## config.mk

```make
export PLATFORM = sky130hd
export DESIGN_NAME = analog_comparator_control
export DESIGN_NICKNAME = d
export VERILOG_FILES = /design/src/verilog/analog_comparator_control.v /design/src/verilog/cmp_channel.v /design/src/verilog/cmp_input_decode.v
export VERILOG_INCLUDE_DIRS = /design/src /design/src/shared
export SDC_FILE = /design/constraint.sdc
export NUM_CORES = 1
export LEC_CHECK = 0
export ABC_AREA = 0
export BUFFER_PORTS_ARGS = -buffer_cell sky130_fd_sc_hd__buf_2
export CELL_PAD_IN_SITES_DETAIL_PLACEMENT = 0
export CELL_PAD_IN_SITES_GLOBAL_PLACEMENT = 1
export CORE_UTILIZATION = 37
export CTS_BUF_LIST = sky130_fd_sc_hd__clkbuf_2 sky130_fd_sc_hd__clkbuf_4 sky130_fd_sc_hd__clkbuf_8
export CTS_CLUSTER_SIZE = 10
export DETAILED_ROUTE_END_ITERATION = 10
export PLACE_DENSITY_LB_ADDON = 0.1
export SLEW_MARGIN = 0
export SYNTH_ARGS = -nofsm -noshare
export SYNTH_HDL_FRONTEND = slang
export SYNTH_SLANG_ARGS = --single-unit
```

## constraint.sdc

```tcl
create_clock -name clock_i -period 1.45 [get_ports clock_i]
set_input_delay 0.2175 -clock clock_i [delete_from_list [all_inputs] [get_ports clock_i]]
set_output_delay 0.2175 -clock clock_i [all_outputs]
set_load 0.005 [all_outputs]
```

## src/shared/cmp_regs.vh

```
// Purpose: Register offsets, field positions and reset values of the comparator control block.
// Assumes: Byte-wide registers on a plain strobe port.
// Notes:   Channel n registers sit at base 8'h00 + 4*n.
`ifndef CMP_REGS_VH
`define CMP_REGS_VH
`define CMP_ADDR_W          8
`define CMP_CH_STRIDE       8'h04
`define CMP_OFF_MAIN        8'h00
`define CMP_OFF_EDGE        8'h01
`define CMP_OFF_NSEL        8'h02
`define CMP_OFF_PSEL        8'h03
`define CMP_OFF_MIRROR      8'h10
`define CMP_OFF_FLAGS       8'h11
`define CMP_OFF_IRQEN       8'h12
`define CMP_BIT_ENABLE      7
`define CMP_BIT_RESULT      6
`define CMP_BIT_INVERT      4
`define CMP_BIT_FIXED_ONE   2
`define CMP_BIT_HYST        1
`define CMP_BIT_SYNC        0
`define CMP_BIT_RISE        1
`define CMP_BIT_FALL        0
`define CMP_NSEL_GND        3'h7
`define CMP_NSEL_FIXREF     3'h6
`define CMP_NSEL_NC_HI      3'h5
`define CMP_NSEL_NC_LO      3'h4
`define CMP_PSEL_GND        3'h7
`define CMP_PSEL_FIXREF     3'h6
`define CMP_PSEL_DAC        3'h5
`define CMP_PSEL_PIN1       3'h1
`define CMP_PSEL_PIN0       3'h0
`define CMP_SEL_RESET       3'h0
`endif

```

## src/verilog/analog_comparator_control.v

```verilog
// Purpose: Two-channel comparator control with register port and consumer routing.
// Assumes: All inputs synchronous to clock_i; analog core outside.
// Notes:   Extra registers hold interrupt flags and enables.
//
// Operation
// - Inverting select decodes ground, reference, pins.
// - Noninverting select decodes ground, reference, DAC, pins.
// - Enable bit powers the comparator on.
// - Result bit reads the polarity-adjusted comparison.
// - Invert bit flips result, pin, consumers.
// - Hysteresis bit drives analog hysteresis enable.
// - Sync mode updates output on timer falling edge.
// - Rise enable lets rising edges set flag.
// - Fall enable lets falling edges set flag.
// - Two channels; mirror register shows both.
// - Active result with shutdown enable suspends generator.
// - Selected comparator rise starts a conversion.
// - Selected comparator rise resets a timer.
// - Sleep keeps comparing; stopped timer freezes sync.
// - Enabled flag wakes device from sleep.
// - Software clears flag; concurrent edge keeps it.
// - Invert or enable toggles count as edges.
// - Internal result registered once per instruction.
//
// Decided for this implementation: the address map and the address-and-strobe port.
`include "cmp_regs.vh"
module analog_comparator_control #(
  parameter CHANNELS = 2,
  parameter TICK_DIV = 4
) (
  // Clock and reset
  input  wire                   clock_i,
  input  wire                   rst_i,
  // Register port
  input  wire [7:0]             addr_i,
  input  wire [7:0]             wdata_i,
  input  wire                   write_i,
  input  wire                   read_i,
  output reg  [7:0]             rdata_o,
  // Analog core
  input  wire [1:0]             raw_i,
  output reg  [1:0]             power_enable_o,
  output reg  [1:0]             hysteresis_enable_o,
  output reg  [15:0]            nmux_o,
  output reg  [15:0]            pmux_o,
  // Timer and system
  input  wire                   timer_clk_i,
  input  wire                   timer_runs_in_sleep_i,
  input  wire                   sleep_i,
  // Consumers
  input  wire [1:0]             shutdown_source_enable_i,
  input  wire [1:0]             conversion_trigger_select_i,
  input  wire [1:0]             timer_reset_select_i,
  output reg  [1:0]             pin_out_o,
  output reg                    shutdown_o,
  output reg                    conversion_start_o,
  output reg                    timer_reset_o,
  output reg  [1:0]             cmp_irq_flag_o,
  output reg                    wake_o
);
  // ----------------------------------------------------------------
  // Instruction-cycle tick
  // ----------------------------------------------------------------
  localparam [3:0] TICK_LAST = TICK_DIV - 1;
  reg  [3:0] div_cnt;
  wire       instr_tick = (div_cnt == TICK_LAST);
  always @(posedge clock_i)
  begin
    if (rst_i)
      div_cnt <= 4'h0;
    else if (instr_tick)
      div_cnt <= 4'h0;
    else
      div_cnt <= div_cnt + 4'h1;
  end

  // ----------------------------------------------------------------
  // Timer clock falling edge
  // ----------------------------------------------------------------
  reg  timer_clk_d;
  wire timer_fall = timer_clk_d & ~timer_clk_i;
  // System-clocked timers stop in sleep, freezing the sync latch.
  wire timer_run  = ~sleep_i | timer_runs_in_sleep_i;
  always @(posedge clock_i)
  begin
    if (rst_i)
      timer_clk_d <= 1'b0;
    else
      timer_clk_d <= timer_clk_i;
  end

  // ----------------------------------------------------------------
  // Register storage
  // ----------------------------------------------------------------
  reg  [1:0] en_bit;
  reg  [1:0] inv_bit;
  reg  [1:0] hys_bit;
  reg  [1:0] sync_bit;
  reg  [1:0] rise_en;
  reg  [1:0] fall_en;
  reg  [5:0] nsel;
  reg  [5:0] psel;
  reg  [1:0] irq_en;
  wire [1:0] result;
  wire [1:0] sync_out;
  wire [1:0] flag;
  wire [1:0] rise_p;
  wire [15:0] nmux;
  wire [15:0] pmux;
  wire [1:0] conn;
  wire       flags_write = write_i & (addr_i == `CMP_OFF_FLAGS);

  genvar g;
  generate
    for (g = 0; g < CHANNELS; g = g + 1)
    begin : ch
      localparam [7:0] base = `CMP_CH_STRIDE * g;
      always @(posedge clock_i)
      begin
        if (rst_i)
        begin
          en_bit[g]       <= 1'b0;
          inv_bit[g]      <= 1'b0;
          hys_bit[g]      <= 1'b0;
          sync_bit[g]     <= 1'b0;
          rise_en[g]      <= 1'b0;
          fall_en[g]      <= 1'b0;
          nsel[3*g +: 3]  <= `CMP_SEL_RESET;
          psel[3*g +: 3]  <= `CMP_SEL_RESET;
        end
        else if (write_i)
        begin
          if (addr_i == base + `CMP_OFF_MAIN)
          begin
            en_bit[g]   <= wdata_i[`CMP_BIT_ENABLE];
            inv_bit[g]  <= wdata_i[`CMP_BIT_INVERT];
            hys_bit[g]  <= wdata_i[`CMP_BIT_HYST];
            sync_bit[g] <= wdata_i[`CMP_BIT_SYNC];
          end
          if (addr_i == base + `CMP_OFF_EDGE)
          begin
            rise_en[g] <= wdata_i[`CMP_BIT_RISE];
            fall_en[g] <= wdata_i[`CMP_BIT_FALL];
          end
          if (addr_i == base + `CMP_OFF_NSEL)
            nsel[3*g +: 3] <= wdata_i[2:0];
          if (addr_i == base + `CMP_OFF_PSEL)
            psel[3*g +: 3] <= wdata_i[2:0];
        end
      end

      cmp_input_decode u_dec (
        .nsel_i      (nsel[3*g +: 3]),
        .psel_i      (psel[3*g +: 3]),
        .nmux_o      (nmux[8*g +: 8]),
        .pmux_o      (pmux[8*g +: 8]),
        .connected_o (conn[g])
      );

      cmp_channel u_ch (
        .clock_i           (clock_i),
        .rst_i             (rst_i),
        .enable_i          (en_bit[g]),
        .connected_i       (conn[g]),
        .output_invert_i   (inv_bit[g]),
        .sync_mode_i       (sync_bit[g]),
        .rise_irq_enable_i (rise_en[g]),
        .fall_irq_enable_i (fall_en[g]),
        .instr_tick_i      (instr_tick),
        .timer_fall_i      (timer_fall),
        .timer_run_i       (timer_run),
        .flag_clear_i      (flags_write & wdata_i[g]),
        .raw_i             (raw_i[g]),
        .polar_o           (),
        .result_o          (result[g]),
        .sync_o            (sync_out[g]),
        .flag_o            (flag[g]),
        .rise_pulse_o      (rise_p[g])
      );
    end
  endgenerate

  always @(posedge clock_i)
  begin
    if (rst_i)
      irq_en <= 2'b00;
    else if (write_i && addr_i == `CMP_OFF_IRQEN)
      irq_en <= wdata_i[1:0];
  end

  // ----------------------------------------------------------------
  // Read port
  // ----------------------------------------------------------------
  reg [7:0] next_rdata;
  integer   i;
  always @*
  begin
    next_rdata = 8'h00;
    for (i = 0; i < CHANNELS; i = i + 1)
    begin
      if (addr_i == `CMP_CH_STRIDE * i + `CMP_OFF_MAIN)
        next_rdata = {en_bit[i], result[i], 1'b0, inv_bit[i], 1'b0, 1'b1,
                      hys_bit[i], sync_bit[i]};
      if (addr_i == `CMP_CH_STRIDE * i + `CMP_OFF_EDGE)
        next_rdata = {6'h00, rise_en[i], fall_en[i]};
      if (addr_i == `CMP_CH_STRIDE * i + `CMP_OFF_NSEL)
        next_rdata = {5'h00, nsel[3*i +: 3]};
      if (addr_i == `CMP_CH_STRIDE * i + `CMP_OFF_PSEL)
        next_rdata = {5'h00, psel[3*i +: 3]};
    end
    if (addr_i == `CMP_OFF_MIRROR)
      next_rdata = {6'h00, result[1], result[0]};
    if (addr_i == `CMP_OFF_FLAGS)
      next_rdata = {6'h00, flag};
    if (addr_i == `CMP_OFF_IRQEN)
      next_rdata = {6'h00, irq_en};
  end

  // ----------------------------------------------------------------
  // Outputs
  // ----------------------------------------------------------------
  always @(posedge clock_i)
  begin
    if (rst_i)
    begin
      rdata_o             <= 8'h00;
      power_enable_o      <= 2'b00;
      hysteresis_enable_o <= 2'b00;
      nmux_o              <= 16'h0000;
      pmux_o              <= 16'h0000;
      pin_out_o           <= 2'b00;
      shutdown_o          <= 1'b0;
      conversion_start_o  <= 1'b0;
      timer_reset_o       <= 1'b0;
      cmp_irq_flag_o      <= 2'b00;
      wake_o              <= 1'b0;
    end
    else
    begin
      rdata_o             <= read_i ? next_rdata : 8'h00;
      power_enable_o      <= en_bit;
      hysteresis_enable_o <= hys_bit;
      // Inputs are disconnected while the channel is off.
      nmux_o              <= nmux & {{8{en_bit[1]}}, {8{en_bit[0]}}};
      pmux_o              <= pmux & {{8{en_bit[1]}}, {8{en_bit[0]}}};
      pin_out_o           <= sync_out;
      shutdown_o          <= |(sync_out & shutdown_source_enable_i);
      conversion_start_o  <= |(rise_p & conversion_trigger_select_i);
      timer_reset_o       <= |(rise_p & timer_reset_select_i);
      cmp_irq_flag_o      <= flag;
      wake_o              <= sleep_i & |(flag & irq_en);
    end
  end
endmodule // analog_comparator_control

```

## src/verilog/cmp_channel.v

```verilog
// Purpose: One comparator channel: polarity, qualification, sync latch and edge flag.
// Assumes: Raw decision synchronous to clock_i; timer clock is a level input.
// Notes:   Flag set wins over a same-cycle clear.
module cmp_channel (
  // Clock and reset
  input  wire clock_i,
  input  wire rst_i,
  // Controls
  input  wire enable_i,
  input  wire connected_i,
  input  wire output_invert_i,
  input  wire sync_mode_i,
  input  wire rise_irq_enable_i,
  input  wire fall_irq_enable_i,
  input  wire instr_tick_i,
  input  wire timer_fall_i,
  input  wire timer_run_i,
  input  wire flag_clear_i,
  input  wire raw_i,
  // Results
  output wire polar_o,
  output reg  result_o,
  output reg  sync_o,
  output reg  flag_o,
  output reg  rise_pulse_o
);
  // Disabled or unconnected channel reads as zero before inversion.
  wire qual = enable_i & connected_i & raw_i;
  assign polar_o = qual ^ output_invert_i;
  reg  prev;
  wire next_result = instr_tick_i ? polar_o : result_o;
  wire rise = next_result & ~prev;
  wire fall = ~next_result & prev;
  always @(posedge clock_i)
  begin
    if (rst_i)
    begin
      result_o     <= 1'b0;
      prev         <= 1'b0;
      sync_o       <= 1'b0;
      flag_o       <= 1'b0;
      rise_pulse_o <= 1'b0;
    end
    else
    begin
      result_o     <= next_result;
      prev         <= next_result;
      rise_pulse_o <= rise;
      if (sync_mode_i)
      begin
        if (timer_fall_i & timer_run_i)
          sync_o <= polar_o;
      end
      else
        sync_o <= polar_o;
      // Invert and enable toggles move polar_o, so they count as edges too.
      if ((rise & rise_irq_enable_i) | (fall & fall_irq_enable_i))
        flag_o <= 1'b1;
      else if (flag_clear_i)
        flag_o <= 1'b0;
    end
  end
endmodule // cmp_channel

```

## src/verilog/cmp_input_decode.v

```verilog
// Purpose: Decodes the two input select codes of one channel into mux enables.
// Assumes: One-hot outputs feed the analog input mux.
// Notes:   A no-connect code drives the connected flag low.
`include "cmp_regs.vh"
module cmp_input_decode (
  // Select codes
  input  wire [2:0] nsel_i,
  input  wire [2:0] psel_i,
  // Mux enables
  output reg  [7:0] nmux_o,
  output reg  [7:0] pmux_o,
  output reg        connected_o
);
  reg n_ok;
  reg p_ok;
  always @*
  begin
    nmux_o = 8'h00;
    pmux_o = 8'h00;
    n_ok   = 1'b1;
    p_ok   = 1'b1;
    // Codes 3..0 pick external pins 3..0; 6 fixed reference; 7 ground.
    case (nsel_i)
      `CMP_NSEL_NC_HI,
      `CMP_NSEL_NC_LO: n_ok = 1'b0;
      default:         nmux_o[nsel_i] = 1'b1;
    endcase
    case (psel_i)
      `CMP_PSEL_GND,
      `CMP_PSEL_FIXREF,
      `CMP_PSEL_DAC,
      `CMP_PSEL_PIN1,
      `CMP_PSEL_PIN0: pmux_o[psel_i] = 1'b1;
      default:        p_ok = 1'b0;
    endcase
    connected_o = n_ok & p_ok;
  end
endmodule // cmp_input_decode
```

==> Yosys cells after proc, flatten, opt, wreduce, memory -nomap -nowiden <==
Cells that the tools add are included.
{ "totals": {"inputBits": 31, "word_cells": 181, "reg_bits": 91} }
{ "classes": {"order_cmp": 8, "n_eq_ne": 25, "add_sub_neg": 1, "muxes": 37, "n_reduce_logical": 31, "bitwise_logic": 38} }
{ "op_table": {"columns": ["cell", "n"], "rows": [
  ["8-bit 2-to-1 mux", 9],
  ["16-bit AND", 2],
  ["8-bit by 3-bit == test with 1-bit output, second input constant", 4],
  ["3-bit == test, second input constant", 10],
  ["8-bit by 5-bit == test with 1-bit output, second input constant", 3],
  ["1-bit AND", 20],
  ["1-bit 2-to-1 mux", 18],
  ["8-bit by 2-bit == test with 1-bit output, second input constant", 2],
  ["3-bit by 4-bit < comparator with 1-bit output, second input constant", 4],
  ["2-bit AND reduction", 8],
  ["2-bit OR reduction", 8],
  ["5-bit OR reduction", 3],
  ["1-bit demux with 3-bit select", 4],
  ["3-bit by 1-bit greater-or-equal comparator with 1-bit output, second input constant", 4],
  ["12-bit OR reduction", 1],
  ["3-bit 2-to-1 mux", 3],
  ["2-bit AND", 4],
  ["8-bit by 1-bit == test with 1-bit output, second input constant", 1],
  ["8-bit logical NOT", 1],
  ["8-bit OR reduction", 1],
  ["1-bit inverter", 7],
  ["3-bit by 1-bit == test with 1-bit output, second input constant", 2],
  ["3-bit logical NOT", 2],
  ["2-bit 2-to-1 mux", 3],
  ["other kinds (7)", 16]
]} }

==> Depth between registers and ports, before layout <==
Gate-level depths: netlist of run 1.
{ "depth": {"ltp_word": 13, "depth_mapped": 7, "ltp_nobuf": 5} }

==> Hierarchy <==
From an unflattened synthesis of run 1, not the netlist that was laid out.
{ "unflattened": {"hier_cells": 388, "area_unflattened_um2": 3646.0} }
{ "modules_own_cells": {"columns": ["mod", "n_inst", "cells_each", "seq_area_each_um2", "area_each_um2"], "rows": [
  ["analog_comparator_control", 1, 301, 1621.6, 2970.3],
  ["cmp_channel", 2, 20, 80.1, 190.2],
  ["cmp_input_decode (ch[1].u_dec)", 1, 23, 0.0, 150.1],
  ["cmp_input_decode (ch[0].u_dec)", 1, 24, 0.0, 145.1]
]} }

==> Least setup slack after synthesis of run 1 <==
Ideal clock, no wire load.
{ "synth_timing": {"kind": "register to register", "from": "register psel[1]", "to": "register rdata_o[1]", "arrival_ns": 1.343, "setup_time_ns": 0.135, "required_ns": 1.315, "path_stages_with_launch": 5, "period_less_slack_ns": 1.479, "setup_slack_ns": -0.029, "path_cell_list": "dfxtp_1 mux4_2 a22o_1 a222oi_1 a311oi_1"} }
{ "synth_via": {"elab_chain_len": 8} }
{ "synth_rtl": {"columns": ["item", "line", "source"], "rows": [
  ["from (decl)", "analog_comparator_control.v:102", "reg [5:0] psel;"],
  ["from (signal, indexed assignment)", "analog_comparator_control.v:129", "psel[3*g +: 3] <= `CMP_SEL_RESET;"],
  ["from (signal, indexed assignment)", "analog_comparator_control.v:148", "psel[3*g +: 3] <= wdata_i[2:0];"],
  ["8-bit 2-to-1 mux", "analog_comparator_control.v:208", "if (addr_i == `CMP_CH_STRIDE * i + `CMP_OFF_PSEL)"],
  ["8-bit 2-to-1 mux", "analog_comparator_control.v:201", "if (addr_i == `CMP_CH_STRIDE * i + `CMP_OFF_MAIN)"],
  ["3-bit 2-to-1 mux", "analog_comparator_control.v:204", "if (addr_i == `CMP_CH_STRIDE * i + `CMP_OFF_EDGE)"],
  ["3-bit 2-to-1 mux", "analog_comparator_control.v:206", "if (addr_i == `CMP_CH_STRIDE * i + `CMP_OFF_NSEL)"],
  ["3-bit 2-to-1 mux", "analog_comparator_control.v:208", null],
  ["2-bit 2-to-1 mux", "analog_comparator_control.v:211", "if (addr_i == `CMP_OFF_MIRROR)"],
  ["2-bit 2-to-1 mux", "analog_comparator_control.v:213", "if (addr_i == `CMP_OFF_FLAGS)"],
  ["2-bit 2-to-1 mux", "analog_comparator_control.v:215", "if (addr_i == `CMP_OFF_IRQEN)"],
  ["to (signal assigned)", "analog_comparator_control.v:240", "rdata_o <= read_i ? next_rdata : 8'h00;"],
  ["to (decl)", "analog_comparator_control.v:39", "output reg [7:0] rdata_o,"]
]} }
No other way between the ends.
A chain may end at the register's enable or synchronous reset.

==> Worst setup path after layout of run 1 <==
Same ends and word-level chain as after synthesis.

==> summary.txt, run 1 <==
Syn Area/Cell - 9.74 um2
GP Congestion - 0.782
Crit-path slowest cell - mux4_2
Combinational Power Share - 0.060
max-cap viol count - 0
PnR worst setup slack - -82.0 ps
Clk pwr share - 0.369
Clk pin slew, worst setup/hold paths - 90 ps
core area - 8380 um2
CP delay by family, top - compound AO/OA/AOI/OAI gates
sequential share of the synthesized area - 0.544
unique cell type count in the Yosys netlist - 47
Final min period - 1530 ps
CP Buf/Inv Count - 0
global route total overflow - 0
layout cells sized above 1 - 0.341
Root Driver - clkbuf_8
YS warnings - 0
element type at the critical path start - flop
flop and latch count out of synthesis - 89
failing checks - setup timing
DR pass1 iterations - 5
placed instance count - 557
Buffers on Ports - 77
die width - 96.1 um
Final Instance Count excl. Fillers - 574
outcome - complete, but fails checks
Clock Path Buffers - 2
crit path kind - reg -> reg
Final #Nets - 496
Slew Viols, Final - 0
RSZ-0062 raised after global routing - yes
Final Cycle Share - 1.06
initial DRC count - 121
type of element capturing the critical path - flop
clock latency on the worst-skew pair - 350 ps
post-DP HPWL - 5900 um
Layout Skew - 4.86 ps
endpoints failing hold - 0
Antenna Nets Post-Route - 0
antenna fix cells - 0
Internal - 0.00332 W
worst path cell trace - mux4_2 > a22o_1 > a222oi_1 > a311oi_1
setup violators final - 1
routed len/inst - 13.8 um
largest net degree at the start of global routing - 24
DRC viols - 0
pwr dens - 996 nW/um2
ys flop type - dfxtp_1
htree depth - 3
hold buffers post-CTS - 0
critical path data arrival time - 1770 ps
Detailed Route WL - 7940 um
Die ar. - 9230 um2
Worst path max stage delay - 470 ps
antenna violations before repair - 0
Net Sw Power - 0.00102 W
row count - 33
Fmax - 653 MHz
crit path max fanout - 5
Initial Utilization - 0.391
HP Class - in -> reg
Net Sw Frac - 0.235
Flop pwr share - 0.572
gr usage total - 0.188
Crit path required time - 1680 ps
Syn Std Cell Area - 3270 um2
leak pwr - 2.03 nW
FFs w/ async S/R, synth - 0
DR vias/cell - 4.83
vias - 2773
DIE HEIGHT - 96.1 um
first-pass GRT wire length - 13000 um
CTS Buf Count - 9
CTS tree - done
Post-Synthesis Cells - 336
vias in the first global route - 2691
Area growth, synth to finish - 33.2%
clock sinks - 89
num ports - 83
pre-CTS WS - -136 ps
Peak VDD IR - 0.522 mV
Post-synth EDFFs - 0
[synthesized netlist by cell type, drive strengths merged (8+ instances only)]
cell type | instances | share of area
o21ai | 8 | 0.012
nand2 | 24 | 0.028
nor4 | 9 | 0.019
inv | 9 | 0.010
nand3 | 14 | 0.023
mux2i | 25 | 0.076
nor2 | 43 | 0.049
buf | 11 | 0.021
clkbuf | 8 | 0.0092
nor3 | 15 | 0.023
dfxtp | 89 | 0.54
nor2b | 13 | 0.025
[power groups by stage]
stage	clock [W]	combinational, W	sequential (W)
finish	0.00160	0.000260	0.00248
CTS	0.00164	0.000254	0.00248
detailed placement	0	0.000254	0.00254
floorplan	0	0.000116	0.00254
global route	0.00175	0.000285	0.00249
global placement	0	0.000252	0.00254
[sequential cells by signal, summed over array words and instances, names as in the netlist, 4 cells and up]
name and flops:
nmux_o 16, pmux_o 16, nsel 6, psel 6
rdata_o 6, div_cnt 4
[worst paths after layout]
| kind | start | endpoint | slack (ps) | depth (start not counted) |
|---|---|---|---|---|
| worst max-delay path | psel[1] | rdata_o[1] | -80 | 4 |
| worst min-delay path | shutdown_source_enable_i[1] | shutdown_o | 70 | 2 |
| worst max register to register | psel[1] | rdata_o[1] | -80 | 4 |
| worst min register to register | div_cnt[0] | div_cnt[0] | 460 | 1 |
[cell type report]
class                           instances  area (um2)
Fill cell                             816        4020
Sequential cell                        89        1790
Multi-Input combinational cell        230        1460
Timing Repair Buffer                  125         758
Clock buffer                           12         159
Tap cell                              105         131
Inverter                                9        33.8
Clock inverter                          4        27.5
[placed cells by master (no fill, tap or decap), types with 2 or more instances in the layout]
cell type	count
nand3_1	13
buf_4	47
inv_1	9
nor4_1	8
a211oi_1	4
clkbuf_8	11
mux2i_1	25
nor2b_1	11
dfxtp_2	4
a22oi_1	6
nor2_1	43
o21ai_0	8
nor3b_2	2
a21oi_1	7
a22o_1	3
nor3_1	15
o211ai_1	2
nand4_1	5
clkinvlp_4	3
nand2b_1	7
nand3b_1	5
conb_1	12
buf_2	77
a211oi_2	2
dfxtp_1	85
nand2_1	24
nor3b_1	4
[layer usage]
| layer | global-route usage | vias to the layer above | part of all wire | wire, um |
|---|---|---|---|---|
| met1 | 0.258 | 1285 | 0.49 | 3910 |
| li1 | - | 1406 | - | - |
| met2 | 0.287 | 73 | 0.44 | 3490 |
| met5 | 0 | - | 0 | 0 |
| met3 | 0.0442 | 9 | 0.053 | 423 |
| met4 | 0.0672 | 0 | 0.015 | 116 |
[metrics by stage]
stage	hold slack [ps]	power, W	utilization	setup TNS [ps]	instance area, um2
6_report	70.6	0.00434	0.520	-82.0	4360
5_1_grt	68.4	0.00452	0.520	-260	4360
4_1_cts	64.8	0.00438	0.515	-76.8	4310
3_5_place_dp	437	0.00279	0.489	-2450	4100
3_3_place_gp	433	0.00279	0.489	-2260	4100
2_1_floorplan	343	0.00266	-	-3.59	3320
[kinds of logic (layout without fill, tap and decap cells)]
kind of cell,count (synthesis),after routing,synth area share
multiplexers,27,27,0.0868
adder cells (fa/ha/maj),1,1,0.00382
AO/OA/AOI/OAI,40,40,0.0860
XOR/XNOR,3,3,0.00803
other,1,12,0.00115
buffers and inverters,28,150,0.0405
flip-flops,89,89,0.544
AND/OR/NAND/NOR,147,147,0.229
[repair_timing]
action | in CTS | in global routing
pin swaps | 0 | 8
cloned | 0 | 0
gates resized for setup | 3 | 10
setup endpoints to repair | 8 | 5
buffers inserted | 0 | 1
endpoints found under the hold margin | 0 | 0
No activity file was read; power rests on OpenSTA's default activity.
==> inputs of run 2 (changes only) <==
Settings changed: SETUP_SLACK_MARGIN set to 0.4.
==> summary.txt, run 2 (synthesis results as in run 1) <==
core area - 8380 um2
Final #Nets - 502
Final min period - 1600 ps
post-place instance area - 4140 um2
hold_ws - 74.2 ps
die width - 96.1 um
Final Cycle Share - 1.11
DIE HEIGHT - 96.1 um
global route total overflow - 0
WHS Endpoint - shutdown_o
Slew Viols, Final - 0
CTS Buf Count - 9
largest net degree at the start of global routing - 28
register-to-register path setup slack - -150 ps
type of element capturing the critical path - flop
antenna fix cells - 0
DR vias/cell - 4.92
Antenna Nets Post-Route - 0
Fmax - 624 MHz
vias in the first global route - 2639
endpoints failing hold - 0
Die ar. - 9230 um2
Root Driver - clkbuf_8
Top Registers - nmux_o: 16 flops, pmux_o: 16 flops
met2 Usage GRT - 0.268
clock latency on the worst-skew pair - 360 ps
setup violators final - 1
PnR worst setup slack - -153 ps
max-cap viol count - 0
R2R Path End - rdata_o[1]
Initial Utilization - 0.391
Clock Path Buffers - 2
worst path cell trace - mux4_2 > a22o_1 > a222oi_1 > a311oi_1
CP Buf/Inv Count - 0
Buffers on Ports - 77
Peak VDD IR - 0.528 mV
Worst path max stage delay - 470 ps
row count - 33
CTS tree - done
gr usage total - 0.189
clock sinks - 89
antenna violations before repair - 0
Area growth, synth to finish - 47.9%
global routing's busiest layer - met1
element type at the critical path start - flop
Final Instance Count excl. Fillers - 580
crit path kind - reg -> reg
layout cells sized above 1 - 0.486
fin area - 4840 um2
outcome - complete, but fails checks
Crit path required time - 1690 ps
Layout Skew - 11.9 ps
vias - 2852
num ports - 83
critical path data arrival time - 1840 ps
met1 layer usage reported by global route - 0.272
most frequent cells in the layout - 73 x buf_2, 68 x dfxtp_1, 42 x nor2_1, 38 x buf_4, 25 x mux2i_1
cell depth of the worst flop-to-flop path - 4
pwr dens - 968 nW/um2
reg2reg start - psel[1]
htree depth - 3
GP Congestion - 0.837
hold depth - 2
crit path max fanout - 5
CP delay by family, top - compound AO/OA/AOI/OAI gates
HP Start - shutdown_source_enable_i[1]
hold buffers post-CTS - 0
leak pwr - 2.16 nW
# fillers - 765
Detailed Route WL - 8350 um
setup TNS - -153 ps
post-DP HPWL - 5920 um
failing checks - setup timing
Clk pin slew, worst setup/hold paths - 90 ps
pre-CTS WS - -235 ps
placed instance count - 553
met3 Use GR - 0.0355
DRC viols - 0
initial DRC count - 135
Crit-path slowest cell - mux4_2
routed len/inst - 14.4 um
commonest non-fill, non-tap cell in the layout - buf_2
first-pass GRT wire length - 12900 um
DR pass1 iterations - 4
RSZ-0062 raised after global routing - yes
HP Class - in -> reg
==> run 2: cell count changes in the layout (fill, tap and decap cells not counted), sizes merged <==
cell / delta
bufinv: +2
buf: +6
clkbuf: +1
clkinvlp: -3
==> run 2: worst register-to-register path: cells and delay by family, from the launching register on <==
kind	cells	cell delay [ps]
flip-flops	1	340
multiplexers	1	470
AO/OA/AOI/OAI	3	680
==> run 2: how the worst max path moves through the flow <==
stage | startpoint | end | slack, ps | cells after the start
after floorplan | addr_i[1] | rdata_o[1] | -2 | 5
after global placement | addr_i[3] | psel[1] | -180 | 6
after detailed placement | addr_i[3] | psel[0] | -240 | 6
after CTS | psel[1] | rdata_o[1] | -100 | 4
after global routing | psel[1] | rdata_o[1] | -220 | 4
final | psel[1] | rdata_o[1] | -150 | 4
==> run 2: power by group <==
| group | switching (W) | internal, W | total, W |
|---|---|---|---|
| Combinational | 0.000166 | 0.000143 | 0.000309 |
| Clock | 0.000843 | 0.00105 | 0.00189 |
| Sequential | 0.0000154 | 0.00247 | 0.00249 |
==> run 2: routing by layer <==
metal	part of all wire	wire [um]	vias up
met1	0.49	4100	1346
met3	0.050	414	10
li1	-	-	1424
met5	0	0	-
met4	0.018	147	0
met2	0.44	3690	72
==> run 2: layout make-up <==
class | instances | area, um2 | area share
repair buffers | 131 | 892 | 0.184
clock inverters | 3 | 65.1 | 0.0134
clock buffers | 13 | 154 | 0.0318
well taps | 105 | 131 | 0.0271
multi-input cells | 230 | 1750 | 0.361
flip-flops and latches | 89 | 1810 | 0.374
inverters | 9 | 38.8 | 0.00801
==> run 2: timing repair <==
action	CTS	global route
gates resized for setup	53	58
pin swaps	21	17
buffers inserted	4	7
setup endpoints to repair	41	59
==> run 2: metrics by stage <==
step           utilization  total power (W)
6_report             0.578          0.00469
5_1_grt              0.578          0.00489
3_5_place_dp         0.494          0.00280
3_3_place_gp         0.494          0.00279
4_1_cts              0.546          0.00470
2_1_floorplan            -          0.00268
